--- src/sdm_pkg.sv ---
// sdm_pkg: constants and carriers for the switch diagnostic config/mask block.
// assumes a 40 MHz core clock and 32-bit AXI4-Lite register access.
package sdm_pkg;
  localparam int unsigned CLK_HZ = 40_000_000;
  localparam int unsigned WDOG_T_SHORT_MS = 200;
  localparam int unsigned WDOG_T_MID_MS = 600;
  localparam int unsigned WDOG_T_LONG_MS = 1200;
  localparam int unsigned WDOG_SHORT_CYC = CLK_HZ / 1000 * WDOG_T_SHORT_MS;
  localparam int unsigned WDOG_MID_CYC = CLK_HZ / 1000 * WDOG_T_MID_MS;
  localparam int unsigned WDOG_LONG_CYC = CLK_HZ / 1000 * WDOG_T_LONG_MS;
  localparam int CNT_W = 26;

  // register indices; byte address is four times the index
  localparam logic [5:0] IDX_OWOFF_EN = 6'h0A;
  localparam logic [5:0] IDX_OWON_EN = 6'h0B;
  localparam logic [5:0] IDX_SHORT_EN = 6'h0C;
  localparam logic [5:0] IDX_LED_CTRL = 6'h0D;
  localparam logic [5:0] IDX_WDOG_DETECT_CFG = 6'h0E;
  localparam logic [5:0] IDX_FAULT_MASK = 6'h0F;
  localparam logic [5:0] IDX_STATUS_LED_VAL = 6'h10;
  localparam logic [5:0] IDX_FAULT_LED_VAL = 6'h11;
  localparam logic [5:0] IDX_EVENT_STATUS = 6'h12;
  localparam logic [5:0] IDX_CHAN_FLAGS = 6'h13;
  localparam logic [5:0] IDX_OVERLOAD_FLAGS = 6'h14;

  localparam logic [7:0] RST_WDOG_DETECT_CFG = 8'h00;
  localparam logic [7:0] RST_FAULT_MASK = 8'hBE;
  localparam logic [7:0] RST_LED_CTRL = 8'h03;
  localparam logic [7:0] RST_ZERO = 8'h00;

  // event status bit positions
  localparam int EV_SERIAL_WDOG = 0;
  localparam int EV_UPDATE_WDOG = 1;
  localparam int EV_COMM_IRQ = 2;
  localparam int EV_SUPPLY_IRQ = 3;
  localparam int EV_GLOBAL = 4;
  localparam int EV_FAULT = 5;

  localparam logic [1:0] RESP_OKAY = 2'b00;
  localparam logic [1:0] RESP_SLVERR = 2'b10;

  // analog setting tables, index = two-bit select code
  localparam int unsigned OWOFF_CURRENT_UA [4] = '{20, 100, 300, 600};
  localparam int unsigned SHORT_THR_MV [4] = '{9000, 10000, 12000, 14000};

  typedef struct packed {
    logic [1:0] wdog_timeout_sel;
    logic [1:0] openwire_off_current_sel;
    logic [1:0] short_supply_thr_sel;
    logic sync_wdog_en;
    logic turnon_thr_sel;
  } sdm_cfg_t;

  typedef struct packed {
    logic comm_err_mask;
    logic supply_err_mask;
    logic supply_ok_mask;
    logic short_supply_mask;
    logic openwire_on_mask;
    logic openwire_off_mask;
    logic current_limit_mask;
    logic overload_mask;
  } sdm_mask_t;

  typedef struct packed {
    logic link_clk;
    logic update_pin;
    logic chain_mode;
    logic addr0_wdog_strap;
    logic addr1_sync_wdog_strap;
    logic check_byte_enable_pin;
    logic supply_uvlo;
    logic supply_low;
    logic supply_warning;
    logic [7:0] overload;
    logic [7:0] current_limit;
    logic [7:0] openwire_on;
    logic [7:0] openwire_off;
    logic [7:0] short_supply;
    logic [7:0] channel_on;
  } sdm_pins_t;
endpackage

--- src/sdm_config_mask.sv ---
// sdm_config_mask: configuration, led source selection, watchdogs and fault-pin masking.
// assumes detector and pin inputs are asynchronous; registers reached over AXI4-Lite.
//
// The implementer's own choice: the AXI4-Lite slave port.
`timescale 1ns/10ps
module sdm_config_mask #(
  parameter int unsigned WDOG_SHORT_CYCLES = sdm_pkg::WDOG_SHORT_CYC,
  parameter int unsigned WDOG_MID_CYCLES = sdm_pkg::WDOG_MID_CYC,
  parameter int unsigned WDOG_LONG_CYCLES = sdm_pkg::WDOG_LONG_CYC
) (
  input wire logic i_core_clk,
  input wire logic i_reset_n,
  input wire logic [7:0] i_awaddr,
  input wire logic i_awvalid,
  output logic o_awready,
  input wire logic [31:0] i_wdata,
  input wire logic [3:0] i_wstrb,
  input wire logic i_wvalid,
  output logic o_wready,
  output logic [1:0] o_bresp,
  output logic o_bvalid,
  input wire logic i_bready,
  input wire logic [7:0] i_araddr,
  input wire logic i_arvalid,
  output logic o_arready,
  output logic [31:0] o_rdata,
  output logic [1:0] o_rresp,
  output logic o_rvalid,
  input wire logic i_rready,
  input wire sdm_pkg::sdm_pins_t i_pins,
  output logic o_fault_n,
  output logic [7:0] o_status_led,
  output logic [7:0] o_fault_led,
  output logic [1:0] o_openwire_off_current_sel,
  output logic [1:0] o_short_supply_thr_sel,
  output logic o_turnon_good_thr,
  output logic [7:0] o_openwire_off_det_en,
  output logic [7:0] o_openwire_on_det_en,
  output logic [7:0] o_short_supply_det_en,
  output logic o_comm_error_irq,
  output logic o_supply_error_irq,
  output logic o_global_irq_flag,
  output logic o_supply_err_sdo_bit,
  output logic o_overload_sdo_bit
);
  import sdm_pkg::*;

  // synced pins, counters, registers, bus state

  typedef struct packed {
    sdm_pins_t sync1;
    sdm_pins_t sync2;
    logic link_prev;
    logic update_prev;
    logic [CNT_W-1:0] serial_cnt;
    logic [CNT_W-1:0] update_cnt;
    logic serial_wdog_timeout_flag;
    logic update_pin_timeout_flag;
    sdm_cfg_t cfg;
    sdm_mask_t mask;
    logic status_led_sw_ctrl;
    logic fault_led_sw_ctrl;
    logic [7:0] status_led_values;
    logic [7:0] fault_led_values;
    logic [7:0] owoff_en;
    logic [7:0] owon_en;
    logic [7:0] short_en;
    logic aw_held;
    logic [5:0] aw_idx;
    logic w_held;
    logic [7:0] w_byte;
    logic w_lane0;
    logic bvalid;
    logic [1:0] bresp;
    logic rvalid;
    logic [1:0] rresp;
    logic [31:0] rdata;
    logic fault_n;
    logic [7:0] status_led;
    logic [7:0] fault_led;
  } sdm_state_t;

  sdm_state_t st;
  sdm_state_t next_st;

  localparam logic [CNT_W-1:0] LIM_SHORT = CNT_W'(WDOG_SHORT_CYCLES - 1);
  localparam logic [CNT_W-1:0] LIM_MID = CNT_W'(WDOG_MID_CYCLES - 1);
  localparam logic [CNT_W-1:0] LIM_LONG = CNT_W'(WDOG_LONG_CYCLES - 1);

  sdm_pins_t pin;
  logic chain;
  logic serial_en;
  logic update_en;
  logic [CNT_W-1:0] serial_lim;
  logic [CNT_W-1:0] update_lim;
  logic serial_to;
  logic update_to;
  logic [7:0] short_flag;
  logic [7:0] owon_flag;
  logic [7:0] owoff_flag;
  logic [7:0] curlim_flag;
  logic supply_err;
  logic comm_err;
  logic fault_any;
  logic global_flag;
  logic wr_fire;
  logic [7:0] wb;
  logic clr_serial;
  logic clr_update;
  logic [31:0] rd_word;
  logic rd_ok;

  // single next-state process
  always_comb begin
    pin = st.sync2;
    chain = pin.chain_mode;
    // watchdog selection
    // chain mode: straps enable, longest period
    if (chain) begin
      serial_en = pin.addr0_wdog_strap;
      update_en = pin.addr1_sync_wdog_strap;
      serial_lim = LIM_LONG;
      update_lim = LIM_LONG;
    end else begin
      serial_en = (st.cfg.wdog_timeout_sel != 2'b00);
      update_en = st.cfg.sync_wdog_en;
      unique case (st.cfg.wdog_timeout_sel)
        2'b00: begin
          serial_lim = LIM_MID;
          update_lim = LIM_MID;
        end
        2'b01: begin
          serial_lim = LIM_SHORT;
          update_lim = LIM_SHORT;
        end
        2'b10: begin
          serial_lim = LIM_MID;
          update_lim = LIM_MID;
        end
        2'b11: begin
          serial_lim = LIM_LONG;
          update_lim = LIM_LONG;
        end
      endcase
    end

    // fires when the count reaches its limit
    serial_to = serial_en && (st.serial_cnt == serial_lim);
    update_to = update_en && (st.update_cnt == update_lim);

    // detection gating, chain mode switches off the optional classes
    short_flag = chain ? 8'h00 : (pin.short_supply & st.short_en);
    owon_flag = chain ? 8'h00 : (pin.openwire_on & st.owon_en);
    owoff_flag = chain ? 8'h00 : (pin.openwire_off & st.owoff_en);
    curlim_flag = chain ? 8'h00 : pin.current_limit;


    // interrupt classes
    supply_err = pin.supply_uvlo | (~st.mask.supply_ok_mask & (pin.supply_low | pin.supply_warning));
    comm_err = st.serial_wdog_timeout_flag | st.update_pin_timeout_flag;
    global_flag = comm_err | supply_err | (|short_flag) | (|owon_flag) | (|owoff_flag)
      | (|curlim_flag) | (|pin.overload);

    // chain mode: only overload reaches the pin
    fault_any = 1'b0;
    if (!chain) begin
      fault_any = (comm_err & ~st.mask.comm_err_mask)
        | (supply_err & ~st.mask.supply_err_mask)
        | ((|short_flag) & ~st.mask.short_supply_mask)
        | ((|owon_flag) & ~st.mask.openwire_on_mask)
        | ((|owoff_flag) & ~st.mask.openwire_off_mask)
        | ((|curlim_flag) & ~st.mask.current_limit_mask);
    end
    fault_any = fault_any | ((|pin.overload) & ~st.mask.overload_mask);

    // bus write decode
    wr_fire = st.aw_held && st.w_held && !st.bvalid;
    wb = st.w_byte;
    clr_serial = wr_fire && st.w_lane0 && (st.aw_idx == IDX_EVENT_STATUS) && wb[EV_SERIAL_WDOG];
    clr_update = wr_fire && st.w_lane0 && (st.aw_idx == IDX_EVENT_STATUS) && wb[EV_UPDATE_WDOG];

    // read mux
    // unmapped index: zero data, SLVERR
    rd_ok = 1'b1;
    rd_word = 32'h0000_0000;
    unique case (i_araddr[7:2])
      IDX_OWOFF_EN: rd_word[7:0] = st.owoff_en;
      IDX_OWON_EN: rd_word[7:0] = st.owon_en;
      IDX_SHORT_EN: rd_word[7:0] = st.short_en;
      IDX_LED_CTRL: rd_word[1:0] = {st.status_led_sw_ctrl, st.fault_led_sw_ctrl};
      IDX_WDOG_DETECT_CFG: rd_word[7:0] = st.cfg;
      IDX_FAULT_MASK: rd_word[7:0] = st.mask;
      IDX_STATUS_LED_VAL: rd_word[7:0] = st.status_led_values;
      IDX_FAULT_LED_VAL: rd_word[7:0] = st.fault_led_values;
      IDX_EVENT_STATUS: begin
        rd_word[EV_SERIAL_WDOG] = st.serial_wdog_timeout_flag;
        rd_word[EV_UPDATE_WDOG] = st.update_pin_timeout_flag;
        rd_word[EV_COMM_IRQ] = o_comm_error_irq;
        rd_word[EV_SUPPLY_IRQ] = o_supply_error_irq;
        rd_word[EV_GLOBAL] = global_flag;
        rd_word[EV_FAULT] = ~st.fault_n;
      end
      IDX_CHAN_FLAGS: rd_word = {short_flag, owoff_flag, owon_flag, curlim_flag};
      IDX_OVERLOAD_FLAGS: rd_word[7:0] = pin.overload;
      default: rd_ok = 1'b0;
    endcase


    // hold by default
    next_st = st;
    next_st.sync1 = i_pins;
    next_st.sync2 = st.sync1;
    next_st.link_prev = pin.link_clk;
    next_st.update_prev = pin.update_pin;

    // serial watchdog restarts on every link clock edge and again from zero at its limit
    if (!serial_en || (pin.link_clk != st.link_prev) || serial_to) begin
      next_st.serial_cnt = '0;
    end else begin
      next_st.serial_cnt = st.serial_cnt + CNT_W'(1);
    end
    if (!update_en || (pin.update_pin != st.update_prev) || update_to) begin
      next_st.update_cnt = '0;
    end else begin
      next_st.update_cnt = st.update_cnt + CNT_W'(1);
    end
    // set wins over a same-cycle clear
    if (serial_to) begin
      next_st.serial_wdog_timeout_flag = 1'b1;
    end else if (clr_serial) begin
      next_st.serial_wdog_timeout_flag = 1'b0;
    end
    if (update_to) begin
      next_st.update_pin_timeout_flag = 1'b1;
    end else if (clr_update) begin
      next_st.update_pin_timeout_flag = 1'b0;
    end

    // write address and data are taken in either order
    if (i_awvalid && !st.aw_held) begin
      next_st.aw_held = 1'b1;
      next_st.aw_idx = i_awaddr[7:2];
    end
    if (i_wvalid && !st.w_held) begin
      next_st.w_held = 1'b1;
      next_st.w_byte = i_wdata[7:0];
      next_st.w_lane0 = i_wstrb[0];
    end
    // response once both halves are held
    if (wr_fire) begin
      next_st.aw_held = 1'b0;
      next_st.w_held = 1'b0;
      next_st.bvalid = 1'b1;
      next_st.bresp = RESP_OKAY;
      // register bits sit in lane 0
      if (st.w_lane0) begin
        unique case (st.aw_idx)
          IDX_OWOFF_EN: next_st.owoff_en = wb;
          IDX_OWON_EN: next_st.owon_en = wb;
          IDX_SHORT_EN: next_st.short_en = wb;
          IDX_LED_CTRL: {next_st.status_led_sw_ctrl, next_st.fault_led_sw_ctrl} = wb[1:0];
          IDX_WDOG_DETECT_CFG: next_st.cfg = wb;
          IDX_FAULT_MASK: next_st.mask = wb;
          IDX_STATUS_LED_VAL: next_st.status_led_values = wb;
          IDX_FAULT_LED_VAL: next_st.fault_led_values = wb;
          IDX_EVENT_STATUS, IDX_CHAN_FLAGS, IDX_OVERLOAD_FLAGS: begin
          end
          default: next_st.bresp = RESP_SLVERR;
        endcase
      end else if (st.aw_idx > IDX_OVERLOAD_FLAGS || st.aw_idx < IDX_OWOFF_EN) begin
        next_st.bresp = RESP_SLVERR;
      end
    end

    // response leaves on its handshake
    if (st.bvalid && i_bready) begin
      next_st.bvalid = 1'b0;
    end


    // read data captured at address handshake
    if (i_arvalid && !st.rvalid) begin
      next_st.rvalid = 1'b1;
      next_st.rdata = rd_word;
      next_st.rresp = rd_ok ? RESP_OKAY : RESP_SLVERR;
    end else if (st.rvalid && i_rready) begin
      next_st.rvalid = 1'b0;
    end

    // led sources
    if (!chain && st.status_led_sw_ctrl) begin
      next_st.status_led = st.status_led_values;
    end else begin
      next_st.status_led = pin.channel_on;
    end
    if (chain) begin
      next_st.fault_led = pin.overload;
    end else if (st.fault_led_sw_ctrl) begin
      next_st.fault_led = st.fault_led_values;
    end else begin
      next_st.fault_led = pin.overload | curlim_flag | owon_flag | owoff_flag | short_flag;
    end
    next_st.fault_n = ~fault_any;
  end

  // reset loads constants only
  always_ff @(posedge i_core_clk or negedge i_reset_n) begin
    if (!i_reset_n) begin
      st <= '0;
      st.cfg <= RST_WDOG_DETECT_CFG;
      st.mask <= RST_FAULT_MASK;
      {st.status_led_sw_ctrl, st.fault_led_sw_ctrl} <= RST_LED_CTRL[1:0];
      st.status_led_values <= RST_ZERO;
      st.fault_led_values <= RST_ZERO;
      st.fault_n <= 1'b1;
    end else begin
      st <= next_st;
    end
  end

  // ready outputs decode held state
  assign o_awready = !st.aw_held;
  assign o_wready = !st.w_held;
  assign o_bvalid = st.bvalid;
  assign o_bresp = st.bresp;
  assign o_arready = !st.rvalid;
  assign o_rvalid = st.rvalid;
  assign o_rdata = st.rdata;
  assign o_rresp = st.rresp;
  assign o_fault_n = st.fault_n;
  assign o_status_led = st.status_led;
  assign o_fault_led = st.fault_led;

  // analog selections go to the detectors
  assign o_openwire_off_current_sel = st.cfg.openwire_off_current_sel;
  assign o_short_supply_thr_sel = st.cfg.short_supply_thr_sel;
  assign o_turnon_good_thr = st.cfg.turnon_thr_sel | chain;
  assign o_openwire_off_det_en = chain ? 8'h00 : st.owoff_en;
  assign o_openwire_on_det_en = chain ? 8'h00 : st.owon_en;
  assign o_short_supply_det_en = chain ? 8'h00 : st.short_en;

  // in chain mode the comm bit only exists with the check byte enabled
  assign o_comm_error_irq = comm_err & (!chain | pin.check_byte_enable_pin);
  assign o_supply_error_irq = supply_err;
  assign o_global_irq_flag = global_flag;
  assign o_supply_err_sdo_bit = chain ? (pin.check_byte_enable_pin & pin.supply_uvlo) : supply_err;
  assign o_overload_sdo_bit = |pin.overload;
endmodule

--- config.mk ---
export PLATFORM = sky130hd
export DESIGN_NAME = sdm_config_mask
export DESIGN_NICKNAME = d
export VERILOG_FILES = /design/src/sdm_pkg.sv /design/src/sdm_config_mask.sv
export SDC_FILE = /design/constraint.sdc
export NUM_CORES = 1
export LEC_CHECK = 0
export ABC_CLOCK_PERIOD_IN_PS = 3100
export BUFFER_PORTS_ARGS = -buffer_cell sky130_fd_sc_hd__buf_2
export CAP_MARGIN = 10
export CORE_ASPECT_RATIO = 0.9
export CORE_MARGIN = 3
export CORE_UTILIZATION = 60
export CTS_BUF_LIST = sky130_fd_sc_hd__clkbuf_16
export CTS_CLUSTER_DIAMETER = 30
export DETAILED_ROUTE_END_ITERATION = 10
export PLACE_DENSITY = 0.84
export RECOVER_POWER = 50
export SYNTH_ARGS = -nofsm -noshare
export SYNTH_HDL_FRONTEND = slang
export SYNTH_SLANG_ARGS = --single-unit
--- constraint.sdc ---
create_clock -name i_core_clk -period 3.1 [get_ports i_core_clk]
set_input_delay 0.62 -clock i_core_clk [delete_from_list [all_inputs] [get_ports i_core_clk]]
set_output_delay 0.62 -clock i_core_clk [all_outputs]
set_load 0.02 [all_outputs]
==> results by group <==
Worst setup path
  • Crit-path max cell delay: slightly above 0.4 ns
  • Worst Path Arrival: about 2.2 ns
  • CP cell instances: nor4_2, nand2_1, nor4b_2, nand4_1, buf_2
  • Critical path class: register to output port
  • Reg2Reg Depth: 5
  • Worst setup path start: pin[41]
  • CP required: approximately 2.5 ns
  • Slowest CP cell: dfrtp_1
  • CP Max Fanout: 3
  • Worst R2R End: st[100]
  • FF-to-FF setup slack: about 0.67 ns
  • CP startpoint kind: register
  • Element type at the critical path end: output port
  • Origin of the critical flop-to-flop path: st[64]
  • Setup crit end: o_global_irq_flag

Status
  • Violated checks: capacitance limit, slew limit
  • Status: complete, but fails checks

Clock network
  • CTS H-tree depth: 2
  • Num CTS Buffers: 46
  • Clock sink count: approximately 300
  • Hold-fix buffers, CTS: 0
  • CTS tree: yes
  • Clock Tree Root: clkbuf_16
  • Worst skew pair latency: ~0.54 ns
  • Clk slew on worst S/H paths: 0.05 ns
  • Clk buf depth: 3
  • Setup Fix Bufs, Post-CTS: 0
  • Post-cts sizing count: 0

Cells and area
  • Synth-to-Final Area Change: 18.5%
  • Sequential cell area: around 7500 µm²
  • Non-filler cells, final: approximately 1500
  • Post-layout nets: about 1300
  • Area occupied by multi-input gates: approximately 4300 µm²
  • Number of fill cells in the layout: ~1200
  • Layout cells sized above 1: a little under a third
  • Antenna Cells: 0
  • Fin area: about 15000 µm²

Route
  • DR WL/cell: around 22 µm
  • Vias per inst: just over 6
  • Vias: 9012
  • DRC viols: 0
  • First-pass DRT Iterations: 8
  • Starting DRT DRC Count: between 1000 and 1500
  • Post-route ant nets: 0
  • Final wirelength: approximately 32000 µm

Synth
  • Sequential cell area fraction in the yosys report: between 50% and 60%
  • Share of Yosys cell area claimed by the top area cell type: 58.1%
  • YS warnings: 0
  • Main synth FF type: dfrtp_1
  • Ranking of synthesized cells by area: dfrtp_1, mux2_2, buf_4, nand2_1, nor2_1
  • Avg Cell Area, Syn: between 10 and 15 µm²
  • Post-synth EDFFs: 0
  • Cells after Synth: just over 1000
  • Asr flop ratio synth: 100%
  • Synth area leader: dfrtp_1
  • Yosys cell types: 72
  • #FFs+latches synth: 298
  • Synth Cell Area: between 10000 and 15000 µm²

Global routing
  • First-pass GRT wire length: between 40000 and 50000 µm
  • Global Route met3 Usage: 5.82%
  • Final global-route overflow total: 0
  • Met1 Use GR: approximately two fifths
  • Vias in the first global route: 9100
  • Met2 Use GR: between 40% and 50%
  • GRT Util Overall: 28.4%
  • Top Usage Layer GRT: met2
  • Largest net degree at the start of global routing: 94
  • Initial antenna violation count: 0

STA
  • Slew @ Worst Pin: 2.36 ns
  • Final Hold Vio Count: 0
  • Fmax: approximately 350 MHz
  • Hold Slack: 0.188 ns
  • Final Skew: around 0.015 ns
  • Final Worst Setup Slack: about 0.24 ns
  • Rel. slew slack: -57.2%
  • Period utilisation layout: roughly 92%
  • Max-slew violation count: 91
  • Final period demand of the worst path: between 2 and 3 ns
  • RSZ-0062 raised after global routing: false
  • Setup violators final: 0
  • Final setup TNS: 0 ns

Min path
  • Min-delay src: i_pins[8]
  • Tightest Hold Check Type: input port to register
  • Hold Crit Depth: 1

Placed design
  • Post-DP HPWL: between 20000 and 25000 µm
  • Post-DP Area: approximately 13000 µm²
  • Place WS: around 0.66 ns
  • Number of instances in the placed design: between 1000 and 1500
  • I/O Buffers: between 150 and 200
  • Placer Congestion: around 0.95

Floorplan
  • Initial core utilization: 61.7%
  • Core area: slightly above 20000 µm²
  • Top Ports: around 210
  • Die height: 143 µm
  • Core Rows: 49
  • DIE AREA: 22500 µm²
  • Die Wd: 158 µm

Flow run
  • Max-cap viol count: 1

Power
  • P_leak: around 6.7 nW
  • Pwr/cell area: just over 800 nW/µm²
  • Peak VDD IR: between 0.6 and 0.7 mV
## stage by stage
stage | power [mW] | util (%)
2_1_floorplan | 6.21 | -
3_3_place_gp | 6.89 | 65.5
3_5_place_dp | 6.97 | 65.5
4_1_cts | 12.1 | 73.2
5_1_grt | 12.5 | 73.2
6_report | 12.1 | 73.2
## worst min-delay path by stage
| stage | endpoint | slack [ns] |
|---|---|---|
| 6_report | next_st[194] | 0.19 |
| 5_1_grt | next_st[192] | 0.17 |
| 4_1_cts | o_status_led[2] | 0.13 |
| 3_5_place_dp | pin[3] | 0.33 |
| 3_3_place_gp | pin[52] | 0.33 |
| 2_1_floorplan | chain | 0.32 |
## cells in the mapped netlist, drive strengths merged (5+ instances only)
cell type and instances:
a21oi 15, a221oi 8, a22o 6, a22oi 5, a31oi 7, a41oi 9, and3 12, and4 6
buf 73, clkbuf 23, dfrtp 289, dfstp 9, inv 19, mux2 81, mux2i 9, nand2 86
nand2b 6, nand3 29, nand4 20, nor2 67, nor2b 27, nor3 41, nor3b 8, nor4 13
nor4b 7, o21ai 14, o22a 8, o31ai 26, xnor2 25, xor2 25
## logic make-up (layout without fill, tap and decap cells)
kind of cell    Yosys count  after routing  share of synthesized area, %
xor+xnor                 50             50                          3.52
simple gates            345            345                          14.9
compound gates          128            128                          7.81
fa+ha+maj                 2              2                         0.201
other cells               1              2                        0.0301
flops                   298            298                          60.0
buf+inv                 116            296                          5.58
mux                      90             90                          8.05
## placed cells by master (no fill, tap or decap), drive strengths merged, types with 14 or more instances in the layout
master,instances
dfrtp,289
a21oi,15
nor3,41
xnor2,25
clkbuf,52
nand2,86
nand3,29
o21ai,14
mux2,81
o31ai,26
buf,186
nand4,20
nor2,67
clkinv,16
xor2,25
nor2b,27
inv,35
## registers in the layout, indices dropped and copies added (netlist names), 2 cells and up
| signal | cells |
|---|---|
| st | 119 |
| next_st | 59 |
| pin | 54 |
| o_rdata | 32 |
| o_fault_led | 8 |
| o_status_led | 8 |
| wb | 8 |
| o_openwire_off_current_sel | 2 |
| o_short_supply_thr_sel | 2 |
## routing by layer
metal / up-vias / part of all wire, %
li1: 3907 / -
met1: 4509 / 39
met2: 500 / 49
met3: 96 / 8.4
met4: 0 / 3.9
met5: - / 0
## critical path: cells and delay by family (launching register included)
family | cells | cell delay, ns
DFF | 1 | 0.41
and+or+nand+nor | 4 | 1.07
buffers and inverters | 1 | 0.23
## power breakdown
group	internal [mW]	total, mW	switching [mW]
registers	4.48	5.23	0.754
clock network	3.17	5.09	1.92
logic	0.764	1.78	1.01
## area by class of cell
class	instances	share of cell area [%]
sequential	298	50.6
timing repair buffer	191	6.98
inverter	20	0.509
tap	255	2.16
multi-input combinational	617	29.2
clock buffer	47	7.97
clock inverter	38	2.59
(Power assumes the default switching activity.)
